==> src/core/lsio_pkg.sv <==
package lsio_pkg;
   // Channel and pin geometry
   localparam int NUM_CH = 4;
   localparam int PINS_PER_CH = 5;
   // Clock rate
   localparam int CLK_MHZ = 200;
   // Register byte offsets
   localparam logic [7:0] ADDR_CH_ENABLE = 8'h00;
   localparam logic [7:0] ADDR_PIN_DIR = 8'h04;
   localparam logic [7:0] ADDR_PIN_LATCH = 8'h08;
   localparam logic [7:0] ADDR_PIN_READ = 8'h0C;
   localparam logic [7:0] ADDR_CLOCK_MODE = 8'h10;
   localparam logic [7:0] ADDR_DETECT_CFG = 8'h14;
   localparam logic [7:0] ADDR_GK_PERIOD = 8'h18;
   localparam logic [7:0] ADDR_RT_STATUS = 8'h1C;
   // Field positions
   localparam int CLOCK_FROM_PCM_BIT = 4;
   localparam int MUX_POLARITY_BIT = 6;
   localparam int MUX_ENABLE_BIT = 7;
   localparam int CLOCK_FAIL_BIT = 0;
   // Reset values
   localparam logic [3:0] CH_ENABLE_RST = 4'hF;
   localparam logic [3:0] LOOP_DEBOUNCE_RST = 4'h8;
   localparam logic [3:0] GK_PERIOD_RST = 4'h0;
   // Detector select, filter, soft-reset and clock-fail timing
   localparam int PULSE_PERIOD_SLOTS = 13;
   localparam int PULSE_ON_SLOTS = 2;
   localparam int MASK_SLOTS = 1;
   localparam int FRAMES_PER_MS = 8;
   localparam int GK_COUNT_MAX = 6;
   localparam int RESET_EDGES = 16;
   localparam int CLK_FAIL_US = 400;
   localparam int CLK_FAIL_CYC = CLK_FAIL_US * CLK_MHZ;
endpackage

==> src/core/lsio_core.sv <==
`timescale 1ns/1ps
// How it works
// - Long chip select, then release, resets
// - Low on reset pin holds reset
// - Four-bit channel mask, high enables
// - All enabled channels take writes together
// - Five pins per channel, direction each
// - Latch always written, driven if output
// - Read: pin if input, latch if output
// - Clock mode frees pin for pulse
// - Mux needs enable and clock mode
// - Pulse 31.25 us every 13 slots
// - Polarity bit inverts output pulse
// - Pulse steers detector into two bits
// - Mask detector 15.625 us after edges
// - Loop filter restarts on input change
// - One debounce time, counters per channel
// - Second filter input chosen by mux
// - Saturating zero-to-six ground-key counter
// - Latch at six, clear at zero
// - Zero period bypasses ground-key filter
// - Clock-fail clears within 400 us
// - Eight-bit status holds filtered bits
// - Reset: 8 ms, mux off, high pulse
module lsio_core #(
   parameter int CLK_FAIL_CYCLES = lsio_pkg::CLK_FAIL_CYC
) (
   input wire logic core_clk_i,
   input wire logic reset_i,
   input wire logic reset_n_pin_i,
   input wire logic host_cs_n_i,
   input wire logic host_serial_clock_i,
   input wire logic frame_sync_i,
   input wire logic slot_tick_i,
   input wire logic [7:0] addr_i,
   input wire logic [31:0] wdata_i,
   input wire logic wr_i,
   input wire logic rd_i,
   output logic [31:0] rdata_o,
   input wire logic [19:0] line_io_pins_i,
   output logic [19:0] line_io_pins_o,
   output logic [19:0] line_io_pins_oe_n_o,
   output logic detector_select_pulse_o,
   output logic pulse_pin_is_output_o,
   output logic clock_fail_flag_o,
   output logic soft_reset_o
);
   import lsio_pkg::*;

   localparam int NP = NUM_CH * PINS_PER_CH;

   logic [3:0] ch_en_q;
   logic [NP-1:0] dir_q;
   logic [NP-1:0] latch_q;
   logic clock_from_pcm_select_q;
   logic detect_mux_enable_q;
   logic detect_pulse_polarity_q;
   logic [3:0] loop_debounce_time_field_q;
   logic [15:0] ground_key_period_field_q;
   logic clock_fail_flag_q;
   logic [31:0] fail_cnt_q;
   logic [4:0] cs_edges_q;
   logic sclk_d1_q;
   logic cs_d1_q;
   logic chip_rst_q;
   logic rst;
   logic mux_active;
   logic [3:0] slot_q;
   logic pulse_on;
   logic masked;
   logic [2:0] frame_cnt_q;
   logic ms_tick;
   logic fs_d1_q;
   logic frame_tick;
   logic [3:0] gk_ms_q [NUM_CH];
   logic [3:0] loop_pin_bit_q;
   logic [3:0] ground_key_mux_bit_q;
   logic [3:0] loop_last_q;
   logic [3:0] loop_cnt_q [NUM_CH];
   logic [3:0] filtered_loop_status_q;
   logic [2:0] gk_cnt_q [NUM_CH];
   logic [3:0] gk_latch_q;
   logic [3:0] filtered_second_status;
   logic [NP-1:0] pin_read;

   // Expand channel mask to a per-pin write mask
   function automatic logic [NP-1:0] pin_mask(input logic [3:0] en);
      logic [NP-1:0] m;
      m = '0;
      for (int c = 0; c < NUM_CH; c++)
      begin
         m[c*PINS_PER_CH +: PINS_PER_CH] = {PINS_PER_CH{en[c]}};
      end
      return m;
   endfunction

   // Combined reset: core, pin and long chip select
   assign rst = reset_i | ~reset_n_pin_i | chip_rst_q;
   assign soft_reset_o = chip_rst_q;

   // Count serial clock edges during a select; fire on release
   always_ff @(posedge core_clk_i or posedge reset_i)
   begin
      if (reset_i)
      begin
         cs_edges_q <= 5'h00;
         sclk_d1_q <= 1'b0;
         cs_d1_q <= 1'b1;
         chip_rst_q <= 1'b0;
      end
      else
      begin
         sclk_d1_q <= host_serial_clock_i;
         cs_d1_q <= host_cs_n_i;
         chip_rst_q <= 1'b0;
         if (host_cs_n_i)
         begin
            cs_edges_q <= 5'h00;
            if (!cs_d1_q && cs_edges_q >= 5'(RESET_EDGES))
               chip_rst_q <= 1'b1;
         end
         else if (host_serial_clock_i && !sclk_d1_q &&
                  cs_edges_q != 5'h1F)
            cs_edges_q <= cs_edges_q + 5'h01;
      end
   end

   // Host-writable configuration
   always_ff @(posedge core_clk_i or posedge reset_i)
   begin
      if (reset_i)
      begin
         ch_en_q <= CH_ENABLE_RST;
         dir_q <= '0;
         latch_q <= '0;
         clock_from_pcm_select_q <= 1'b1;
         detect_mux_enable_q <= 1'b0;
         detect_pulse_polarity_q <= 1'b0;
         loop_debounce_time_field_q <= LOOP_DEBOUNCE_RST;
         ground_key_period_field_q <= {4{GK_PERIOD_RST}};
      end
      else if (rst)
      begin
         ch_en_q <= CH_ENABLE_RST;
         dir_q <= '0; // Pins come up as inputs
         latch_q <= '0;
         clock_from_pcm_select_q <= 1'b1;
         detect_mux_enable_q <= 1'b0;
         detect_pulse_polarity_q <= 1'b0;
         loop_debounce_time_field_q <= LOOP_DEBOUNCE_RST;
         ground_key_period_field_q <= {4{GK_PERIOD_RST}};
      end
      else if (wr_i)
      begin
         case (addr_i)
            ADDR_CH_ENABLE: ch_en_q <= wdata_i[3:0];
            ADDR_PIN_DIR: dir_q <= (dir_q & ~pin_mask(ch_en_q)) |
               (wdata_i[NP-1:0] & pin_mask(ch_en_q));
            ADDR_PIN_LATCH: latch_q <= (latch_q & ~pin_mask(ch_en_q)) |
               (wdata_i[NP-1:0] & pin_mask(ch_en_q));
            ADDR_CLOCK_MODE:
               clock_from_pcm_select_q <= wdata_i[CLOCK_FROM_PCM_BIT];
            ADDR_DETECT_CFG:
            begin
               detect_mux_enable_q <= wdata_i[MUX_ENABLE_BIT];
               detect_pulse_polarity_q <= wdata_i[MUX_POLARITY_BIT];
               loop_debounce_time_field_q <= wdata_i[3:0];
            end
            ADDR_GK_PERIOD:
               for (int c = 0; c < NUM_CH; c++)
               begin
                  if (ch_en_q[c])
                     ground_key_period_field_q[c*4 +: 4] <=
                        wdata_i[c*4 +: 4];
               end
            default: ;
         endcase
      end
   end

   // Clock-fail flag drops a fixed time after a clock-mode write
   always_ff @(posedge core_clk_i or posedge reset_i)
   begin
      if (reset_i)
      begin
         clock_fail_flag_q <= 1'b1;
         fail_cnt_q <= '0;
      end
      else if (rst || (wr_i && addr_i == ADDR_CLOCK_MODE))
      begin
         clock_fail_flag_q <= 1'b1;
         fail_cnt_q <= '0;
      end
      else if (clock_fail_flag_q)
      begin
         if (fail_cnt_q >= 32'(CLK_FAIL_CYCLES - 1))
            clock_fail_flag_q <= 1'b0;
         else
            fail_cnt_q <= fail_cnt_q + 32'h1;
      end
   end
   assign clock_fail_flag_o = clock_fail_flag_q;

   // Pin drive; output enable is active low
   assign line_io_pins_o = latch_q;
   assign line_io_pins_oe_n_o = ~dir_q;
   assign pin_read = (dir_q & latch_q) | (~dir_q & line_io_pins_i);

   // Detector select sequencer on 64 kHz slot ticks
   assign mux_active = detect_mux_enable_q & clock_from_pcm_select_q;
   assign pulse_pin_is_output_o = clock_from_pcm_select_q;
   always_ff @(posedge core_clk_i or posedge reset_i)
   begin
      if (reset_i)
         slot_q <= 4'h0;
      else if (rst || !mux_active)
         slot_q <= 4'h0;
      else if (slot_tick_i)
         slot_q <= (slot_q == 4'(PULSE_PERIOD_SLOTS - 1)) ?
            4'h0 : slot_q + 4'h1;
   end
   assign pulse_on = mux_active && slot_q < 4'(PULSE_ON_SLOTS);
   // Slot right after each pulse edge is masked; detector is still settling
   assign masked = mux_active && (slot_q < 4'(MASK_SLOTS) ||
      (slot_q >= 4'(PULSE_ON_SLOTS) &&
      slot_q < 4'(PULSE_ON_SLOTS + MASK_SLOTS)));
   always_ff @(posedge core_clk_i or posedge reset_i)
   begin
      if (reset_i)
         detector_select_pulse_o <= 1'b0;
      else
         detector_select_pulse_o <= pulse_on ^ detect_pulse_polarity_q;
   end

   // Frame sync edge and 1 ms tick from eight frames
   assign frame_tick = frame_sync_i & ~fs_d1_q;
   always_ff @(posedge core_clk_i or posedge reset_i)
   begin
      if (reset_i)
      begin
         fs_d1_q <= 1'b0;
         frame_cnt_q <= 3'h0;
      end
      else
      begin
         fs_d1_q <= frame_sync_i;
         if (frame_tick)
            frame_cnt_q <= frame_cnt_q + 3'h1;
      end
   end
   assign ms_tick = frame_tick && frame_cnt_q == 3'(FRAMES_PER_MS - 1);

   // Per-channel filters
   for (genvar c = 0; c < NUM_CH; c++)
   begin : g_ch
      logic line_detector_output;
      logic gk_in;
      logic gk_tick;
      assign line_detector_output = line_io_pins_i[c*PINS_PER_CH];
      assign gk_in = mux_active ? ground_key_mux_bit_q[c] :
         pin_read[c*PINS_PER_CH + 1];
      assign gk_tick = ms_tick &&
         gk_ms_q[c] >= ground_key_period_field_q[c*4 +: 4] - 4'h1;

      // Detector demultiplex latches
      always_ff @(posedge core_clk_i or posedge reset_i)
      begin
         if (reset_i)
         begin
            loop_pin_bit_q[c] <= 1'b0;
            ground_key_mux_bit_q[c] <= 1'b0;
         end
         else if (!mux_active)
            loop_pin_bit_q[c] <= line_detector_output;
         else if (!masked)
         begin
            if (pulse_on)
               ground_key_mux_bit_q[c] <= line_detector_output;
            else
               loop_pin_bit_q[c] <= line_detector_output;
         end
      end

      // Loop debounce, shared time, own counter
      always_ff @(posedge core_clk_i or posedge reset_i)
      begin
         if (reset_i)
         begin
            loop_last_q[c] <= 1'b0;
            loop_cnt_q[c] <= 4'h0;
            filtered_loop_status_q[c] <= 1'b0;
         end
         else if (frame_tick)
         begin
            loop_last_q[c] <= loop_pin_bit_q[c];
            if (loop_pin_bit_q[c] != loop_last_q[c])
               loop_cnt_q[c] <= 4'h0;
            else if (loop_cnt_q[c] >= loop_debounce_time_field_q)
               filtered_loop_status_q[c] <= loop_last_q[c];
            else if (ms_tick)
               loop_cnt_q[c] <= loop_cnt_q[c] + 4'h1;
         end
      end

      // Ground-key duty-cycle counter
      always_ff @(posedge core_clk_i or posedge reset_i)
      begin
         if (reset_i)
         begin
            gk_ms_q[c] <= 4'h0;
            gk_cnt_q[c] <= 3'h0;
            gk_latch_q[c] <= 1'b0;
         end
         else if (gk_tick)
         begin
            gk_ms_q[c] <= 4'h0;
            if (gk_in && gk_cnt_q[c] != 3'(GK_COUNT_MAX))
               gk_cnt_q[c] <= gk_cnt_q[c] + 3'h1;
            else if (!gk_in && gk_cnt_q[c] != 3'h0)
               gk_cnt_q[c] <= gk_cnt_q[c] - 3'h1;
            if (gk_cnt_q[c] == 3'(GK_COUNT_MAX - 1) && gk_in)
               gk_latch_q[c] <= 1'b1;
            else if (gk_cnt_q[c] == 3'h1 && !gk_in)
               gk_latch_q[c] <= 1'b0;
         end
         else if (ms_tick)
            gk_ms_q[c] <= gk_ms_q[c] + 4'h1;
      end
      assign filtered_second_status[c] =
         (ground_key_period_field_q[c*4 +: 4] == 4'h0) ?
         gk_in : gk_latch_q[c];
   end

   // Register read, data the cycle after the strobe
   always_ff @(posedge core_clk_i or posedge reset_i)
   begin
      if (reset_i)
         rdata_o <= 32'h0;
      else if (rd_i)
         case (addr_i)
            ADDR_CH_ENABLE: rdata_o <= {28'h0, ch_en_q};
            ADDR_PIN_DIR: rdata_o <= {12'h0, dir_q};
            ADDR_PIN_LATCH: rdata_o <= {12'h0, latch_q};
            ADDR_PIN_READ: rdata_o <= {12'h0, pin_read};
            ADDR_CLOCK_MODE: rdata_o <= {27'h0, clock_from_pcm_select_q,
               3'h0, clock_fail_flag_q};
            ADDR_DETECT_CFG: rdata_o <= {24'h0, detect_mux_enable_q,
               detect_pulse_polarity_q, 2'h0, loop_debounce_time_field_q};
            ADDR_GK_PERIOD: rdata_o <= {16'h0, ground_key_period_field_q};
            ADDR_RT_STATUS: rdata_o <= {24'h0, filtered_second_status,
               filtered_loop_status_q};
            default: rdata_o <= 32'h0;
         endcase
      else
         rdata_o <= 32'h0;
   end

   // Output pin follows latch only when direction is output
   a_pin_drive: assert property (
      @(posedge core_clk_i) disable iff (reset_i)
      line_io_pins_oe_n_o == ~dir_q) else $error("pin enable wrong");
   // Polarity of the previous cycle: the pulse flop lags the config flop
   a_mux_gate: assert property (
      @(posedge core_clk_i) disable iff (reset_i)
      !clock_from_pcm_select_q |=>
      detector_select_pulse_o == $past(detect_pulse_polarity_q))
      else $error("pulse without clock mode");
   a_slot_wrap: assert property (
      @(posedge core_clk_i) disable iff (reset_i)
      slot_q <= 4'(PULSE_PERIOD_SLOTS - 1)) else $error("slot overrun");
   a_gk_range: assert property (
      @(posedge core_clk_i) disable iff (reset_i)
      gk_cnt_q[0] <= 3'(GK_COUNT_MAX)) else $error("gk count high");
   a_read_data: assert property (
      @(posedge core_clk_i) disable iff (reset_i)
      rd_i && addr_i == ADDR_CH_ENABLE |=> rdata_o[3:0] == $past(ch_en_q))
      else $error("enable readback");
   a_cs_reset: assert property (
      @(posedge core_clk_i) disable iff (reset_i)
      chip_rst_q |=> ch_en_q == CH_ENABLE_RST) else $error("cs reset");
   a_pin_reset: assert property (
      @(posedge core_clk_i) disable iff (reset_i)
      !reset_n_pin_i |=> !detect_mux_enable_q &&
      loop_debounce_time_field_q == LOOP_DEBOUNCE_RST)
      else $error("pin reset");
   a_fail_set: assert property (
      @(posedge core_clk_i) disable iff (reset_i)
      wr_i && addr_i == ADDR_CLOCK_MODE |=> clock_fail_flag_o)
      else $error("fail flag");
endmodule // lsio_core

==> config.mk <==
export PLATFORM = sky130hd
export DESIGN_NAME = lsio_core
export DESIGN_NICKNAME = d
export VERILOG_FILES = /design/src/core/lsio_pkg.sv /design/src/core/lsio_core.sv
export SDC_FILE = /design/constraint.sdc
export NUM_CORES = 1
export LEC_CHECK = 0
export ABC_AREA = 1
export ABC_CLOCK_PERIOD_IN_PS = 11650
export BUFFER_PORTS_ARGS = -buffer_cell sky130_fd_sc_hd__buf_2
export CORE_MARGIN = 8
export CORE_UTILIZATION = 55
export CTS_BUF_LIST = sky130_fd_sc_hd__clkbuf_8
export DETAILED_ROUTE_END_ITERATION = 10
export GPL_ROUTABILITY_DRIVEN = 0
export PLACE_DENSITY = 0.72
export SETUP_SLACK_MARGIN = 0.02
export SYNTH_ARGS = -nofsm -noshare
export SYNTH_HDL_FRONTEND = slang
export SYNTH_SLANG_ARGS = --single-unit
export TNS_END_PERCENT = 1
==> constraint.sdc <==
create_clock -name core_clk_i -period 11.65 [get_ports core_clk_i]
set_input_delay 2.33 -clock core_clk_i [delete_from_list [all_inputs] [get_ports core_clk_i]]
set_output_delay 2.33 -clock core_clk_i [all_outputs]
set_load 0.01 [all_outputs]
Word level (Yosys, flattened, before mapping)
Index checks and enable logic that the tools add are counted.
{"block": "word_totals", "elab_cells": 351, "register_bits": 213, "output_inout_bits": 76}
{"block": "classes", "addsub": 24, "n_bitwise": 22, "n_lt_le_gt_ge": 14, "n_reduce_logical": 105, "eq_ne": 33, "n_mux": 99}
{"op": "$pmux 20 s8", "count": 1}
{"op": "$mux 4", "count": 33}
{"op": "$mux 32", "count": 4}
{"op": "$mux 20", "count": 6}
{"op": "$and 20x20->20", "count": 5}
{"op": "$or 20x20->20", "count": 3}
{"op": "$reduce_bool 2->1", "count": 30}
{"op": "$mux 16", "count": 3}
{"op": "$mux 1", "count": 42}
{"op": "$not 20->20", "count": 2}
{"op": "$reduce_and 3->1", "count": 13}
{"op": "$add 4x1->4 const B", "count": 9}
{"op": "$add 32x1->32 const B", "count": 1}
{"op": "$eq 8x5->1 const B", "count": 4}
{"op": "$ge 32x17->1 const B", "count": 1}
{"op": "$ge 4x4->1", "count": 8}
{"op": "$reduce_and 2->1", "count": 15}
{"op": "$logic_and 1x1->1", "count": 28}
{"op": "$mux 3", "count": 8}
{"op": "$eq 8x4->1 const B", "count": 2}
{"op": "$logic_not 4->1", "count": 4}
{"op": "$sub 4x1->4 const B", "count": 4}
{"op": "$add 3x1->3 const B", "count": 5}
{"op": "$eq 3x3->1 const B", "count": 5}
{"op": "other kinds (22)", "count": 61}

Longest topological paths before layout
{"block": "depth", "ltp_word": 8, "ltp_mapped": 12, "ltp_nobuf": 11}

Worst setup path after synthesis
Ideal clock, no wire load.
{"block": "synth_path", "path_type": "input port to flip-flop", "start": "in reset_i", "end": "reg fail_cnt_q[2]", "setup_time_ns": 0.066, "cell_stages": 8, "setup_slack_ns": 3.876, "path_buffers": 2, "t_arrival_ns": 7.708, "required_time_ns": 11.584, "cell_sequence": "inv_1 -> nand2_1 -> or2_2 -> o21ai_1 -> buf_4 -> buf_2 -> nand3_1 -> nand2_1"}
{"block": "synth_between", "elab_chain_cells": 5, "elab_cells_between_ends": 7, "classes_between": "1 x eq/ne; 1 x mux; 2 x bitwise; 3 x reduce/logical"}
{"element": "start: declaration", "line": "lsio_core.sv:29", "text": "input wire logic reset_i,"}
{"element": "$or 1x1->1 * (2 in series)", "line": "lsio_core.sv:98", "text": "assign rst = reset_i | ~reset_n_pin_i | chip_rst_q;"}
{"element": "$logic_or 1x1->1 *", "line": "lsio_core.sv:189", "text": "else if (rst || (wr_i && addr_i == ADDR_CLOCK_MODE))"}
{"element": "$ne 2x2->1 (no source line) / $reduce_bool 2->1 (equally long branches)"}
{"element": "$reduce_and 2->1 (no source line)"}
{"element": "end signal: assignment", "line": "lsio_core.sv:199", "text": "fail_cnt_q <= fail_cnt_q + 32'h1;"}
{"element": "end: declaration", "line": "lsio_core.sv:61", "text": "logic [31:0] fail_cnt_q;"}
Every way passes the cells marked *; elsewhere a longest branch is shown, timed or not.
A chain may end at the register's enable or synchronous reset.

Worst setup path in the final report
{"block": "layout_path", "start": "in reset_i", "end": "reg dir_q[9]"}
{"block": "layout_between", "elab_chain_cells": 4, "elab_cells_between_ends": 6, "classes_between": "1 x mux; 2 x bitwise; 3 x reduce/logical"}
{"element": "$or 1x1->1 * (2 in series)", "line": "lsio_core.sv:98"}
{"element": "$reduce_bool 2->1 (no source line)"}
{"element": "$reduce_and 2->1 (no source line)"}
{"element": "end signal: assignment", "line": "lsio_core.sv:157", "text": "ADDR_PIN_DIR: dir_q <= (dir_q & ~pin_mask(ch_en_q)) |"}
{"element": "end: declaration", "line": "lsio_core.sv:53", "text": "logic [NP-1:0] dir_q;"}
Marked as above.

==> summary.txt <==
Detailed routing
  • Routed len/inst: 15.7 um
  • Pre-antenna DRT Iters: 6
  • Remaining DRCs: 0
  • Vias per inst: 5.43
  • Via Count: 10108
  • WL final: 29200 um
  • DRT iter0 DRCs: 756
  • Antenna Nets Post-Route: 0

Placed design
  • Post-DP HPWL: 21300 um
  • I/O Buffers: 120
  • Inst Count DP: 1793
  • Cell Area, Placed: 12300 sq um

Timing
  • Endpoints failing setup: 0
  • Fin crit share: 40.2%
  • Worst-Margin Slew: 0.908 ns
  • Max Freq: 0.213 GHz
  • Final slew viol count: 0
  • Fin crit period: 4.69 ns
  • Fin Setup TNS: 0 ns
  • Final hold slack: 0.485 ns
  • Slew headroom: 39.5%
  • Worst clock skew: 0.0236 ns
  • Final Hold Vio Count: 0
  • RSZ-0062 raised after global routing: false

Critical path
  • Highest fanout seen on the critical path: 90
  • CP startpoint kind: input port
  • WP data arrival: 5.06 ns
  • Worst Setup End Kind: flop
  • Crit Path Class: input port to flop
  • CP required: 12.02 ns

Clock tree
  • Num CTS Buffers: 37
  • CTS Root Cell: clkbuf_8
  • Clk buf depth: 3
  • Hold Buf Count CTS: 0
  • Clk sinks: 201
  • Post-CTS setup buffers: 0
  • PostCTS Resize Cnt: 0
  • Htree depth: 2
  • Clock Latency Late Sink: 0.53 ns
  • CTS tree: built
  • Reg clk slew, reported paths: 0.06 ns

Final layout
  • Ant diodes: 0
  • Fill count: 1866
  • Layout cells sized above 1: 13.9%
  • Final cell count without fillers: 1861
  • Nets@finish: 1702
  • Area delta synth->final: 13.9%
  • Final Cell Area: 13100 sq um

Power
  • NetSw: 0.000617 W
  • Static Leak: 6.91 nW
  • Internal power: 0.00137 W
  • Pwr per Cell Area: 151 nW/um^2
  • Sw Share: 31.1%
  • Clk pwr share: 37.3%
  • Reg power frac: 42.9%
  • VDD IR max: 0.119 mV
  • Comb pwr share: 19.8%

Die
  • Die area: 25800 sq um
  • Core Area: 20800 sq um
  • Die W: 161 um
  • Die span in y: 161 um
  • Site Rows: 53
  • Starting Density: 55.4%
  • # IOs: 145

Global routing
  • Largest net degree at the start of global routing: 91
  • Tot GR Track Use: 22.7%
  • Vias in the first global route: 9829
  • First-pass GRT wire length: 48900 um
  • Congestion Overflow GR: 0
  • Antenna violations before repair: 0

Synthesis
  • Yosys Warn Count: 0
  • Synthesized cell area: 11500 sq um
  • Register area share after synthesis: 43.7%
  • FF+latch count, synth: 201
  • Post-synth ARST share: 100%
  • Avg Cell Area, Syn: 8.07 sq um
  • EDFF count, synth: 0
  • Synth cell types: 39
  • Synth Instances: 1428
  • Dominant synthesized flop cell: dfrtp_1

Job
  • Max cap viols: 0

Worst hold path
  • Hold Path Class: flop to flop

Run status
  • Status: complete, no violations
==> cell families after synthesis <==
logic type	share of synthesized area, %
xor+xnor	3.72
mux	0.608
simple gates	23.4
compound gates	11.5
fa+ha+maj	8.25
other cells	0.0325
flops	43.7
buf+inv	8.74
==> critical path: stages <==
cell and delay, ns:
buf_2 0.13, inv_8 0.43, nand2_1 0.49, inv_2 0.64
nand2_2 0.45, nand2_1 0.36, a22oi_1 0.14
==> power groups by stage <==
stage,clock network (W),registers (W),logic (W)
final,0.000739,0.000851,0.000393
after global placement,0,0.000859,0.000375
after floorplan,0,0.000841,0.000302
after detailed placement,0,0.000862,0.000391
after global routing,0.000781,0.000860,0.000459
after CTS,0.000750,0.000850,0.000395
==> Yosys cell counts, drive strengths merged (9+ instances only) <==
master  count  area share (%)
dfrtp     193              42
nor2      126             4.5
nand2     317              11
clkbuf      9            0.29
ha         76             8.2
a22oi      28             1.8
nand4      44             2.4
nor3        9            0.39
o21ai     137             5.9
a21oi      36             1.6
xnor2      13            0.99
inv       197             6.4
buf        35             2.0
nand3     102             4.5
o22ai      25             1.4
xor2       36             2.7
==> cells in the final DEF, fill, tap and decap left out, types with 44 or more instances in the layout <==
cell / instances
nand2_1: 308
inv_1: 199
dfrtp_1: 193
o21ai_0: 121
buf_2: 120
nor2_1: 118
nand3_1: 101
ha_1: 76
clkbuf_8: 58
nand4_1: 44
==> state kept, by name, indices dropped and copies added, names as in the netlist, 5 cells and up <==
register                   flops
cs_edges_q                     5
dir_q                         20
fail_cnt_q                    32
gk_cnt_q                      12
gk_ms_q                       16
ground_key_period_field_q     16
line_io_pins_o                20
loop_cnt_q                    16
rdata_o                       20
==> final cells by class <==
type / count / area, sq um / share of cell area (%)
clock inverter: 10 / 47.5 / 0.362
tap: 275 / 344 / 2.62
sequential: 201 / 5040 / 38.4
timing repair buffer: 123 / 623 / 4.75
multi-input combinational: 997 / 5530 / 42.1
clock buffer: 58 / 798 / 6.08
inverter: 197 / 747 / 5.69
==> metrics by stage <==
stage	setup WS, ns	total power [W]	utilization, %
floorplan	3.83	0.00114	-
global placement	6.50	0.00123	59.0
detailed placement	6.50	0.00125	59.0
CTS	7.04	0.00200	63.0
global route	6.74	0.00210	63.0
finish	6.96	0.00198	63.0
==> path summary, 6_finish.rpt <==
| path | start | end | slack, ns | cells past startpoint |
|---|---|---|---|---|
| hold / removal | ground_key_mux_bit_q[0]$_DFFE_PP0P_ | ground_key_mux_bit_q[0]$_DFFE_PP0P_ | 0.48 | 2 |
| hold reg to reg | ground_key_mux_bit_q[0]$_DFFE_PP0P_ | ground_key_mux_bit_q[0]$_DFFE_PP0P_ | 0.48 | 2 |
| max in group asynchronous | reset_i | line_io_pins_o[18]$_DFFE_PP0P_ | 7.86 | 4 |
| min in group asynchronous | reset_i | rdata_o[1]$_DFF_PP0_ | 1.89 | 2 |
| setup reg to reg | fs_d1_q$_DFF_PP0_ | gk_cnt_q[1]$_DFFE_PP0P_ | 8.57 | 6 |
| setup / recovery | reset_i | dir_q[9]$_DFFE_PP0P_ | 6.96 | 7 |
==> metal layers <==
layer	global-route usage [%]	part of all wire, %	vias up
li1	-	-	4935
met1	30.1	45	4742
met2	36.5	45	377
met3	4.68	7.6	54
met4	7.41	2.3	0
met5	0	0	-
Power figures use the tool's default switching activity.
